===== src/common/pgr_pkg.sv =====
// Shared constants and types for the clock routing block.
package pgr_pkg;

    // Clock rate and timing.
    localparam int CLOCK_KHZ       = 25000;
    localparam int LOCK_TIME_NS    = 20000;
    localparam int LOCK_CYCLES     = (LOCK_TIME_NS * (CLOCK_KHZ / 1000) + 999) / 1000;
    localparam int REF_IDLE_NS     = 400;
    localparam int REF_IDLE_CYCLES = (REF_IDLE_NS * (CLOCK_KHZ / 1000)) / 1000;

    // Structure.
    localparam int PLL_COUNT   = 8;
    localparam int GROUP_SIZE  = 4;

    // Register map, byte addresses.
    localparam logic [5:0] CFG_BASE    = 6'h00;
    localparam logic [5:0] STATUS_BASE = 6'h20;

    // Destination bits of one output.
    localparam int DEST_PRIMARY  = 0;
    localparam int DEST_ADJACENT = 1;
    localparam int DEST_ROUTED   = 2;
    localparam int DEST_NEIGHBOR = 3;

    // Status bit positions.
    localparam int ST_LOCKED  = 0;
    localparam int ST_REF_ON  = 1;
    localparam int ST_ILLEGAL = 2;
    localparam int ST_OUT_A   = 3;
    localparam int ST_OUT_B   = 4;

    localparam logic [9:0] CFG_RESET = 10'h000;

    typedef struct packed {
        logic       ref_from_neighbor;
        logic       pll_sleep_n;
        logic [3:0] dest_b;
        logic [3:0] dest_a;
    } pgr_cfg_s;

    typedef struct packed {
        logic pll_output_a;
        logic pll_output_b;
        logic locked;
        logic ref_active;
    } pgr_pll_s;

endpackage : pgr_pkg


===== src/hdl/pgr_clock_router.sv =====
// Top of the clock routing block: eight PLLs, global nets and register slave.
//
// Operation
// - Four north PLLs feed the four fast global nets and four south PLLs the four array nets.
// - All eight global nets reach the tile clock cluster on the same clock edge.
// - Each output may drive a global net or a core routed net; only output a may also drive the neighbour's reference.
// - Both outputs go low once the reference input has held a constant level for IDLE_CNT cycles.
// - A north PLL's first fast net is its own and its second belongs to its neighbour.
// - Low power-down control sleeps a PLL and raising it restarts it until lock returns.
`timescale 1ns/10ps
module pgr_clock_router #(
    parameter int LOCK_CNT = pgr_pkg::LOCK_CYCLES,
    parameter int IDLE_CNT = pgr_pkg::REF_IDLE_CYCLES
) (
    // Clock and reset.
    input  wire logic                          i_clock,
    input  wire logic                          i_rstn,
    // Avalon-MM slave.
    input  wire logic [5:0]                    i_avs_address,
    input  wire logic                          i_avs_read,
    input  wire logic                          i_avs_write,
    input  wire logic [31:0]                   i_avs_writedata,
    input  wire logic [3:0]                    i_avs_byteenable,
    output logic [31:0]                        o_avs_readdata,
    output logic                               o_avs_waitrequest,
    // Reference clock pins.
    input  wire logic [pgr_pkg::PLL_COUNT-1:0] i_reference_clock_input,
    // Global nets, tile cluster and core routed nets.
    output logic [pgr_pkg::PLL_COUNT-1:0]      o_global_net,
    output logic [pgr_pkg::PLL_COUNT-1:0]      o_tile_clock_cluster,
    output logic [pgr_pkg::PLL_COUNT-1:0]      o_routed_net
);
    import pgr_pkg::*;

    pgr_cfg_s                 cfg_ff     [PLL_COUNT];
    pgr_cfg_s                 nxt_cfg    [PLL_COUNT];
    pgr_pll_s                 pll        [PLL_COUNT];
    logic [PLL_COUNT-1:0]     legal;
    logic [PLL_COUNT-1:0]     ref_in;
    logic [PLL_COUNT-1:0]     net_ff, nxt_net;
    logic [PLL_COUNT-1:0]     tile_ff, nxt_tile;
    logic [PLL_COUNT-1:0]     routed_ff, nxt_routed;
    logic [PLL_COUNT-1:0]     pin_meta_ff, nxt_pin_meta;
    logic [PLL_COUNT-1:0]     pin_sync_ff, nxt_pin_sync;
    logic                     wait_ff, nxt_wait;
    logic [31:0]              rdata_ff, nxt_rdata;
    logic                     req;
    logic [2:0]               sel;

    // Pairings that a PLL may use; anything else leaves both outputs unrouted.
    function automatic logic check_pairing(input pgr_cfg_s c, input logic north);
        logic ga;
        logic gb;
        logic ok;
        ga = c.dest_a[DEST_PRIMARY] | c.dest_a[DEST_ADJACENT];
        gb = c.dest_b[DEST_PRIMARY] | c.dest_b[DEST_ADJACENT];
        ok = 1'b1;
        if (c.dest_a[DEST_ROUTED] && c.dest_b[DEST_ROUTED]) begin
            ok = 1'b0;
        end
        if ((c.dest_a[1:0] & c.dest_b[1:0]) != 2'h0) begin
            ok = 1'b0;
        end
        if (c.dest_a[DEST_PRIMARY] && c.dest_a[DEST_ROUTED] && c.dest_b != 4'h0) begin
            ok = 1'b0;
        end
        if (!north && (c.dest_a[DEST_ROUTED] || c.dest_b[DEST_ROUTED]) && (ga || gb)) begin
            ok = 1'b0;
        end
        return ok;
    endfunction : check_pairing

    generate
        for (genvar p = 0; p < PLL_COUNT; p++) begin : g_pll
            assign ref_in[p] = cfg_ff[p].ref_from_neighbor
                ? (pll[p ^ 1].pll_output_a & cfg_ff[p ^ 1].dest_a[DEST_NEIGHBOR] & legal[p ^ 1])
                : pin_sync_ff[p];
            assign legal[p]  = check_pairing(cfg_ff[p], (p < GROUP_SIZE));

            pgr_pll_unit #(
                .LOCK_CNT (LOCK_CNT),
                .IDLE_CNT (IDLE_CNT)
            ) u_pll (
                .i_clock                 (i_clock),
                .i_rstn                  (i_rstn),
                .i_reference_clock_input (ref_in[p]),
                .i_pll_sleep_n           (cfg_ff[p].pll_sleep_n),
                .o_pll                   (pll[p])
            );

            always_comb begin
                nxt_net[p] = legal[p] &
                    ((pll[p].pll_output_a & cfg_ff[p].dest_a[DEST_PRIMARY]) |
                     (pll[p].pll_output_b & cfg_ff[p].dest_b[DEST_PRIMARY]));
                nxt_net[p] = nxt_net[p] | (legal[p ^ 1] & ~cfg_ff[p].dest_a[DEST_PRIMARY] &
                    ~cfg_ff[p].dest_b[DEST_PRIMARY] &
                    ((pll[p ^ 1].pll_output_a & cfg_ff[p ^ 1].dest_a[DEST_ADJACENT]) |
                     (pll[p ^ 1].pll_output_b & cfg_ff[p ^ 1].dest_b[DEST_ADJACENT])));
                nxt_routed[p] = legal[p] &
                    ((pll[p].pll_output_a & cfg_ff[p].dest_a[DEST_ROUTED]) |
                     (pll[p].pll_output_b & cfg_ff[p].dest_b[DEST_ROUTED]));
                nxt_cfg[p] = cfg_ff[p];
                // A write lands only on the edge that completes the transfer.
                if (i_avs_write && !wait_ff && i_avs_address[5] == CFG_BASE[5]
                    && i_avs_address[4:2] == 3'(p)) begin
                    if (i_avs_byteenable[0]) begin
                        nxt_cfg[p][7:0] = i_avs_writedata[7:0];
                    end
                    if (i_avs_byteenable[1]) begin
                        nxt_cfg[p][9:8] = i_avs_writedata[9:8];
                    end
                end
            end

            always_ff @(posedge i_clock or negedge i_rstn) begin
                if (!i_rstn) begin
                    cfg_ff[p] <= CFG_RESET;
                end else begin
                    cfg_ff[p] <= nxt_cfg[p];
                end
            end
        end
    endgenerate

    // Bus answer: every request sees exactly one wait cycle.
    always_comb begin
        req       = i_avs_read | i_avs_write;
        sel       = i_avs_address[4:2];
        nxt_wait  = ~(req & wait_ff);
        nxt_rdata = rdata_ff;
        // Pins pass two flops before the neighbour mux may read them.
        nxt_pin_meta = i_reference_clock_input;
        nxt_pin_sync = pin_meta_ff;
        nxt_tile  = nxt_net;
        if (i_avs_read && wait_ff) begin
            nxt_rdata = 32'h0000_0000;
            if (i_avs_address[5] == CFG_BASE[5]) begin
                nxt_rdata[9:0] = cfg_ff[sel];
            end else begin
                nxt_rdata[ST_LOCKED]  = pll[sel].locked;
                nxt_rdata[ST_REF_ON]  = pll[sel].ref_active;
                nxt_rdata[ST_ILLEGAL] = ~legal[sel];
                nxt_rdata[ST_OUT_A]   = pll[sel].pll_output_a;
                nxt_rdata[ST_OUT_B]   = pll[sel].pll_output_b;
            end
        end
    end

    always_ff @(posedge i_clock or negedge i_rstn) begin
        if (!i_rstn) begin
            wait_ff   <= 1'b1;
            rdata_ff  <= 32'h0000_0000;
            net_ff    <= '0;
            tile_ff   <= '0;
            routed_ff <= '0;
            pin_meta_ff <= '0;
            pin_sync_ff <= '0;
        end else begin
            wait_ff   <= nxt_wait;
            rdata_ff  <= nxt_rdata;
            net_ff    <= nxt_net;
            tile_ff   <= nxt_tile;
            routed_ff <= nxt_routed;
            pin_meta_ff <= nxt_pin_meta;
            pin_sync_ff <= nxt_pin_sync;
        end
    end

    assign o_avs_waitrequest    = wait_ff;
    assign o_avs_readdata       = rdata_ff;
    assign o_global_net         = net_ff;
    assign o_tile_clock_cluster = tile_ff;
    assign o_routed_net         = routed_ff;

endmodule : pgr_clock_router


===== src/hdl/pgr_pll_unit.sv =====
// One PLL: reference watch, power down, lock wait and output gating.
`timescale 1ns/10ps
module pgr_pll_unit #(
    parameter int LOCK_CNT = pgr_pkg::LOCK_CYCLES,
    parameter int IDLE_CNT = pgr_pkg::REF_IDLE_CYCLES
) (
    // Clock and reset.
    input  wire logic            i_clock,
    input  wire logic            i_rstn,
    // Reference and control.
    input  wire logic            i_reference_clock_input,
    input  wire logic            i_pll_sleep_n,
    // Outputs.
    output pgr_pkg::pgr_pll_s    o_pll
);
    import pgr_pkg::*;

    typedef enum logic [1:0] {ST_SLEEP, ST_LOCKING, ST_RUN} pgr_pll_e;

    pgr_pll_e    state_ff, nxt_state;
    logic [2:0]  ref_sync_ff, nxt_ref_sync;
    logic [15:0] idle_ff, nxt_idle;
    logic [15:0] lock_ff, nxt_lock;
    pgr_pll_s    pll_ff, nxt_pll;
    logic        ref_edge;
    logic        ref_active;

    always_comb begin
        nxt_ref_sync = {ref_sync_ff[1:0], i_reference_clock_input};
        // Edges are taken only from the second and third stages.
        ref_edge     = ref_sync_ff[1] ^ ref_sync_ff[2];
        ref_active   = (idle_ff < 16'(IDLE_CNT));
        nxt_idle     = ref_edge ? 16'h0000 : (ref_active ? idle_ff + 16'h0001 : idle_ff);
        nxt_state    = state_ff;
        nxt_lock     = lock_ff;
        case (state_ff)
            ST_SLEEP: begin
                nxt_lock = 16'h0000;
                if (i_pll_sleep_n) begin
                    nxt_state = ST_LOCKING;
                end
            end
            ST_LOCKING: begin
                if (!i_pll_sleep_n) begin
                    nxt_state = ST_SLEEP;
                end else if (!ref_active) begin
                    nxt_lock = 16'h0000;
                end else if (lock_ff >= 16'(LOCK_CNT - 1)) begin
                    nxt_state = ST_RUN;
                end else begin
                    nxt_lock = lock_ff + 16'h0001;
                end
            end
            ST_RUN: begin
                if (!i_pll_sleep_n) begin
                    nxt_state = ST_SLEEP;
                end else if (!ref_active) begin
                    // A stopped reference means lock must be regained afterwards.
                    nxt_state = ST_LOCKING;
                    nxt_lock  = 16'h0000;
                end
            end
            default: begin
                nxt_state = ST_SLEEP;
            end
        endcase
        nxt_pll.locked     = (nxt_state == ST_RUN);
        nxt_pll.ref_active = ref_active;
        if (state_ff == ST_RUN && ref_active && i_pll_sleep_n) begin
            nxt_pll.pll_output_a = ref_sync_ff[1];
            nxt_pll.pll_output_b = (ref_sync_ff[1] & ~ref_sync_ff[2]) ^ pll_ff.pll_output_b;
        end else begin
            nxt_pll.pll_output_a = 1'b0;
            nxt_pll.pll_output_b = 1'b0;
        end
    end

    always_ff @(posedge i_clock or negedge i_rstn) begin
        if (!i_rstn) begin
            state_ff    <= ST_SLEEP;
            ref_sync_ff <= 3'h0;
            idle_ff     <= 16'(IDLE_CNT);
            lock_ff     <= 16'h0000;
            pll_ff      <= '0;
        end else begin
            state_ff    <= nxt_state;
            ref_sync_ff <= nxt_ref_sync;
            idle_ff     <= nxt_idle;
            lock_ff     <= nxt_lock;
            pll_ff      <= nxt_pll;
        end
    end

    assign o_pll = pll_ff;

endmodule : pgr_pll_unit


===== config.mk =====
export PLATFORM = sky130hd
export DESIGN_NAME = pgr_clock_router
export DESIGN_NICKNAME = d
export VERILOG_FILES = /design/src/common/pgr_pkg.sv /design/src/hdl/pgr_clock_router.sv /design/src/hdl/pgr_pll_unit.sv
export SDC_FILE = /design/constraint.sdc
export NUM_CORES = 1
export LEC_CHECK = 0
export ABC_AREA = 0
export BUFFER_PORTS_ARGS = -buffer_cell sky130_fd_sc_hd__clkbuf_2
export CORE_AREA = 4 4 194 196
export CTS_CLUSTER_DIAMETER = 50
export DETAILED_ROUTE_END_ITERATION = 12
export DIE_AREA = 0 0 198 200
export MAX_ROUTING_LAYER = met4
export PLACE_DENSITY = 0.73
export SETUP_SLACK_MARGIN = 0.4
export SYNTH_ARGS = -nofsm -noshare
export SYNTH_HDL_FRONTEND = slang
export SYNTH_SLANG_ARGS = --single-unit

===== constraint.sdc =====
create_clock -name i_clock -period 5.89 [get_ports i_clock]
set_input_delay 0.8835 -clock i_clock [delete_from_list [all_inputs] [get_ports i_clock]]
set_output_delay 0.8835 -clock i_clock [all_outputs]
set_load 0.005 [all_outputs]

; Word-level counts from Yosys, hierarchy flattened
; Cells that the tools add are included.
[word_totals]
register_bits = 451
latch_bits = 0
mem_bits_rw = 0
romBits = 0
input_bits = 54
output_inout_bits = 57
word_cells = 708
mem_count = 0
[op_classes]
addsub = 16
n_mul = 0
div_mod_pow = 0
order_cmp = 18
n_eq_ne = 63
shifts = 0
mux = 174
bitwise_logic = 206
reduce_logical = 129
[ops]
columns = op, n
row1 = $mux 16, 56
row2 = $pmux 16 s3, 8
row3 = $add 16x1->16 const B, 16
row4 = $ge 16x9->1 const B, 8
row5 = $lt 16x4->1 const B, 8
row6 = $and 1x1->1, 113
row7 = $mux 2, 56
row8 = $logic_and 1x1->1, 55
row9 = $ne 2x2->1 const B, 24
row10 = $pmux 2 s3, 8
row11 = $or 1x1->1, 41
row12 = $reduce_and 5->1, 8
row13 = $mux 1, 37
row14 = $eq 2x2->1 const B, 16
row15 = $reduce_and 2->1, 16
row16 = $reduce_bool 2->1, 16
row17 = $reduce_bool 4->1, 8
row18 = $bmux 10 s3, 1
row19 = $not 1->1, 27
row20 = $ne 3x3->1 const B, 8
row21 = $reduce_bool 3->1, 8
row22 = $mux 10, 2
row23 = $and 2x2->2, 8
row24 = $eq 2x1->1 const B, 8
row25 = other kinds (15), 50

; Longest topological paths before layout
[depth]
ltp_word = 9
mapped_depth = 8
mapped_depth_nobuf = 7

; By module
; Synthesis repeated with hierarchy kept, for this count alone.
[hier_totals]
hier_cells = 1788
hier_area_um2 = 20981.4
[by_module_without_submodules]
columns = mod, n_inst, cells_each, area_each_um2, seq_area_each_um2
row1 = pgr_pll_unit at g_pll[0].u_pll ..., 7, 169, 1884.3, 1028.5
row2 = pgr_clock_router, 1, 460, 6075.8, 3079.2
row3 = pgr_pll_unit at g_pll[7].u_pll, 1, 145, 1715.4, 1028.5

; Least setup slack after synthesis
; Ideal clock, no wire load.
[synth_timing]
path_type = in2reg
start = in i_avs_address[2]
end = reg rdata_ff[3] (netlist: o_avs_readdata[3])
setup_ns = 0.125
arrival_ns = 2.378
required_ns = 5.765
setup_slack_ns = 3.387
stages = 4
path_buffers = 1
cell_sequence = buf_2 -> mux4_2 -> mux4_2 -> mux2_2
[synth_between]
elab_chain_cells = 5
elab_cells_between_ends = 8
cone_classes = mux (7) / bitwise (1)
[synth_lines]
columns = element, line_no
row1 = "start, declared", pgr_clock_router.sv:19  ; input wire logic [5:0] i_avs_address,
row2 = $not 3->4 (implied by the code) (*), "pgr_clock_router.sv:138, pgr_clock_router.sv:143"
row3 = $bmux 10 s3 / $bmux 4 s3 (equally long branches), "pgr_clock_router.sv:138, pgr_clock_router.sv:143"
row4 = $mux 10 (implied by the code) / $mux 4 (equally long branches) (2 in a row), --
row5 = $mux 5 (*), pgr_clock_router.sv:137  ; if (i_avs_address[5] == CFG_BASE[5]) begin
row6 = "end signal, assigned", pgr_clock_router.sv:160  ; rdata_ff <= nxt_rdata;
row7 = "end, declared", pgr_clock_router.sv:46  ; logic [31:0] rdata_ff, nxt_rdata;
; Mark *: on every way between the ends. The rest lies on a longest branch, timed or not. The select of a mux whose other input is x is not followed.
; A chain may end at the register's enable or synchronous reset.

; Worst setup path in the final report
[layout_timing]
start = reg g_pll[7].u_pll.idle_ff[14]
end = reg g_pll[7].u_pll.lock_ff[12]
[layout_between]
elab_chain_cells = 4
elab_cells_between_ends = 7
cone_classes = order compare (1) / eq/ne (2) / mux (3) / reduce/logical (1)
[layout_lines]
columns = element, line_no
row1 = "start, declared", pgr_pll_unit.sv:22  ; logic [15:0] idle_ff, nxt_idle;
row2 = "start signal, assigned", pgr_pll_unit.sv:82  ; idle_ff <= 16'(IDLE_CNT);
row3 = "start signal, assigned", pgr_pll_unit.sv:88  ; idle_ff <= nxt_idle;
row4 = $lt 16x4->1 (*), pgr_pll_unit.sv:32  ; ref_active = (idle_ff < 16'(IDLE_CNT));
row5 = $mux 16, pgr_pll_unit.sv:46  ; end else if (!ref_active) begin
row6 = $mux 16, pgr_pll_unit.sv:44  ; if (!i_pll_sleep_n) begin
row7 = $pmux 16 s3, pgr_pll_unit.sv:36  ; case (state_ff)
row8 = "end signal, assigned", pgr_pll_unit.sv:89  ; lock_ff <= nxt_lock;
row9 = "end, declared", pgr_pll_unit.sv:23  ; logic [15:0] lock_ff, nxt_lock;
; Marks and branches as above.

==> impl_metrics.tcl <==
set metrics [dict create \
    grt_overflow 0 \
    track_usage_pct 21.5 \
    skew_ps 18.5 \
    cts-root-buf "clkbuf_16" \
    cts_made_buffers 48 \
    via_per_inst 5.80 \
    post_cts_buffers 0 \
    cts.sinks 451 \
    dp_hpwl_um 27500 \
    required_ps 6330 \
    layout_worst_path_cycle_share_pct 49.3 \
    layout.nets 1829 \
    drv_slew 0 \
    drtIter0Drc 1006 \
    start_kind "register" \
    dr.pass1.iters 5 \
    hold_path_class "register to register" \
    synthArstFlopShare_pct 100 \
    synth.top_cells.by_area "dfrtp_1 55%, mux2_2 4.5%, and2_1 4.5%" \
    dieArea_um2 39600 \
    grt_pass1_vias 13000 \
    switchingPower_uw 1980 \
    wl_met2_um 18000 \
    synth_seq_area_share_pct 57.7 \
    synth_top_area_cell "dfrtp_1" \
    intPower_uw 5510 \
    synth_cell_types 73 \
    clk_pin_slew_ps 60 \
    port_buffers 62 \
    power_frac_seq_pct 48.8 \
    cap_violations 0 \
    antenna_left 0 \
    htree_levels 2 \
    vias 13100 \
    final_cells 2265 \
    crit_fanout 12 \
    relSlewSlack_pct 32.3 \
    rsz0062_at_grt "false" \
    setup_tns_ps 0 \
    netlist_area_um2 19600 \
    tightest_slew_ps 1010 \
    avgSynthCellArea_um2 11.6 \
    dr.max_layer_used "met4" \
    cts_tree "done" \
    wl_met1_um 19000 \
    synth_edf_count 0 \
    met3_length_um 2470 \
    switching_share_pct 26.4 \
    synth_warnings 0 \
    vdd_drop_max_mv 0.259 \
    die_h_um 200 \
    antenna_found_initial 9 \
    core.rowCount 70 \
    drcViolationCount 0 \
    path_class "register to register" \
    grt_max_degree 165 \
    leakage_uw 0.0101 \
    core_area_um2 36100 \
    final.min_clock_period_ps 2900 \
    arrival_ps 3350 \
    drt_wl_total_um 40600 \
    combPwrFrac_pct 11.8 \
    grt_pass1_wl_um 67600 \
    final-hold-violation-count 0 \
    clockBufferDepth 3 \
    die_x_um 198 \
    cts.repair.resized 0 \
    fmaxAchievable_mhz 344 \
    status "completed" \
    holdBufCountCts 0 \
    gp_congestion 0.905 \
    syn-instance-count 1682 \
    synth-seq-cells 451 \
    synth_top_flop_cell "dfrtp_1" \
    pin_count 111 \
    p_clk_share_pct 39.4 \
    dp_cells 2169 \
    wire_per_inst_um 17.9 \
    fillCellCount 2885 \
    area_growth_pct 11.4 \
    cp-end-kind "register" \
    power_density_nw_per_um2 343 \
    setup_viol 0 \
    drive_gt1_share_pct 16.1 \
    start_util_pct 54.3 \
    clk_latency_ps 570 \
    synth_top_area_share_pct 55.4 \
]
-- cell families (layout without fill, tap and decap cells) --
logic type | Yosys count | after routing | share of synthesized area, %
adder cells (fa/ha/maj) | 25 | 25 | 1.58
buffers and inverters | 112 | 197 | 2.77
other | 1 | 31 | 0.0191
flip-flops | 451 | 451 | 57.7
XOR/XNOR | 27 | 27 | 1.21
multiplexers | 124 | 124 | 8.88
AND/OR/NAND/NOR | 638 | 638 | 17.5
AO/OA/AOI/OAI | 304 | 304 | 10.3
-- flip-flops by register name, summed over array words and instances (netlist names) --
register,count
g_pll.u_pll.idle_ff,128
g_pll.u_pll.state_ff,16
o_avs_readdata,10
g_pll.u_pll.o_pll,32
pin_sync_ff,8
o_tile_clock_cluster,8
g_pll.u_pll.lock_ff,128
o_avs_waitrequest,1
nxt_pin_sync,8
cfg_ff,80
g_pll.u_pll.ref_sync_ff,24
o_routed_net,8
-- layout make-up --
cell class / count / area, µm² / share of cell area (%)
flip-flops and latches: 451 / 11300 / 51.8
multi-input cells: 1140 / 7820 / 35.8
clock buffers: 70 / 1380 / 6.30
well taps: 468 / 586 / 2.68
repair buffers: 66 / 375 / 1.72
clock inverters: 17 / 180 / 0.825
inverters: 44 / 165 / 0.757
diodes: 9 / 22.5 / 0.103
-- final timing paths --
| path | slack (ps) | endpoint | startpoint | depth (start not counted) |
|---|---|---|---|---|
| max in group asynchronous | 4130 | g_pll[2].u_pll.lock_ff[10]$_DFFE_PN0P_ | i_rstn | 2 |
| worst min register to register | 340 | g_pll[4].u_pll.ref_sync_ff[1]$_DFF_PN0_ | g_pll[4].u_pll.ref_sync_ff[0]$_DFF_PN0_ | 0 |
| worst max register to register | 2990 | g_pll[7].u_pll.lock_ff[12]$_DFFE_PN0P_ | g_pll[7].u_pll.idle_ff[14]$_DFFE_PN0P_ | 7 |
| min in group asynchronous | 350 | g_pll[5].u_pll.lock_ff[14]$_DFFE_PN0P_ | i_rstn | 1 |
| worst min-delay path | 340 | g_pll[4].u_pll.ref_sync_ff[1]$_DFF_PN0_ | g_pll[4].u_pll.ref_sync_ff[0]$_DFF_PN0_ | 0 |
| worst max-delay path | 2990 | g_pll[7].u_pll.lock_ff[12]$_DFFE_PN0P_ | g_pll[7].u_pll.idle_ff[14]$_DFFE_PN0P_ | 7 |
-- power by group through the flow --
| stage | combinational [µW] | sequential [µW] | clock (µW) |
|---|---|---|---|
| floorplan | 654 | 3610 | 0 |
| global placement | 849 | 3680 | 0 |
| detailed placement | 888 | 3700 | 0 |
| CTS | 892 | 3650 | 3020 |
| global route | 1020 | 3690 | 3150 |
| finish | 881 | 3650 | 2950 |
-- cells in the final DEF (no fill, tap or decap), types with 42 or more instances in the layout --
master,count
dfrtp_1,434
and2_1,141
nor2_1,112
o21ai_0,106
nand2_1,103
mux2_2,79
clkbuf_2,61
nand3_1,58
clkbuf_16,49
inv_1,42
-- routing by layer --
| layer | up-vias | track usage (%) |
|---|---|---|
| li1 | 6176 | - |
| met1 | 6570 | 31.2 |
| met2 | 306 | 30.9 |
| met3 | 80 | 4.98 |
| met4 | 0 | 6.20 |
| met5 | - | - |
-- per-stage QoR --
stage | instance area [µm²] | utilization [%] | hold slack [ps] | worst slack [ps] | total power (µW)
4_1_cts | 21800 | 60.4 | 344 | 2980 | 7560
6_report | 21800 | 60.5 | 340 | 2990 | 7490
2_1_floorplan | 19700 | - | 331 | 3390 | 4260
5_1_grt | 21800 | 60.5 | 352 | 2660 | 7860
3_5_place_dp | 20300 | 56.1 | 335 | 2430 | 4590
3_3_place_gp | 20300 | 56.1 | 332 | 2440 | 4530
-- synth_stat cells, drive strengths merged (28+ instances only) --
cell type	number
mux4	32
dfrtp	434
mux2	79
nand3	58
a21oi	29
nor2b	37
buf	44
nor3	28
nor2	112
and3	35
a22oi	28
nor4	32
and2	142
inv	42
nand2	103
o21ai	106
-- worst max-delay path, cell delays in order (launching register included) --
cell	delay, ps
dfrtp_1	370
nor4_1	340
nand4_1	410
inv_1	430
o21ai_0	220
a2bb2oi_1	640
nor4_1	170
o21a_1	210
Power figures use the tool's default switching activity.
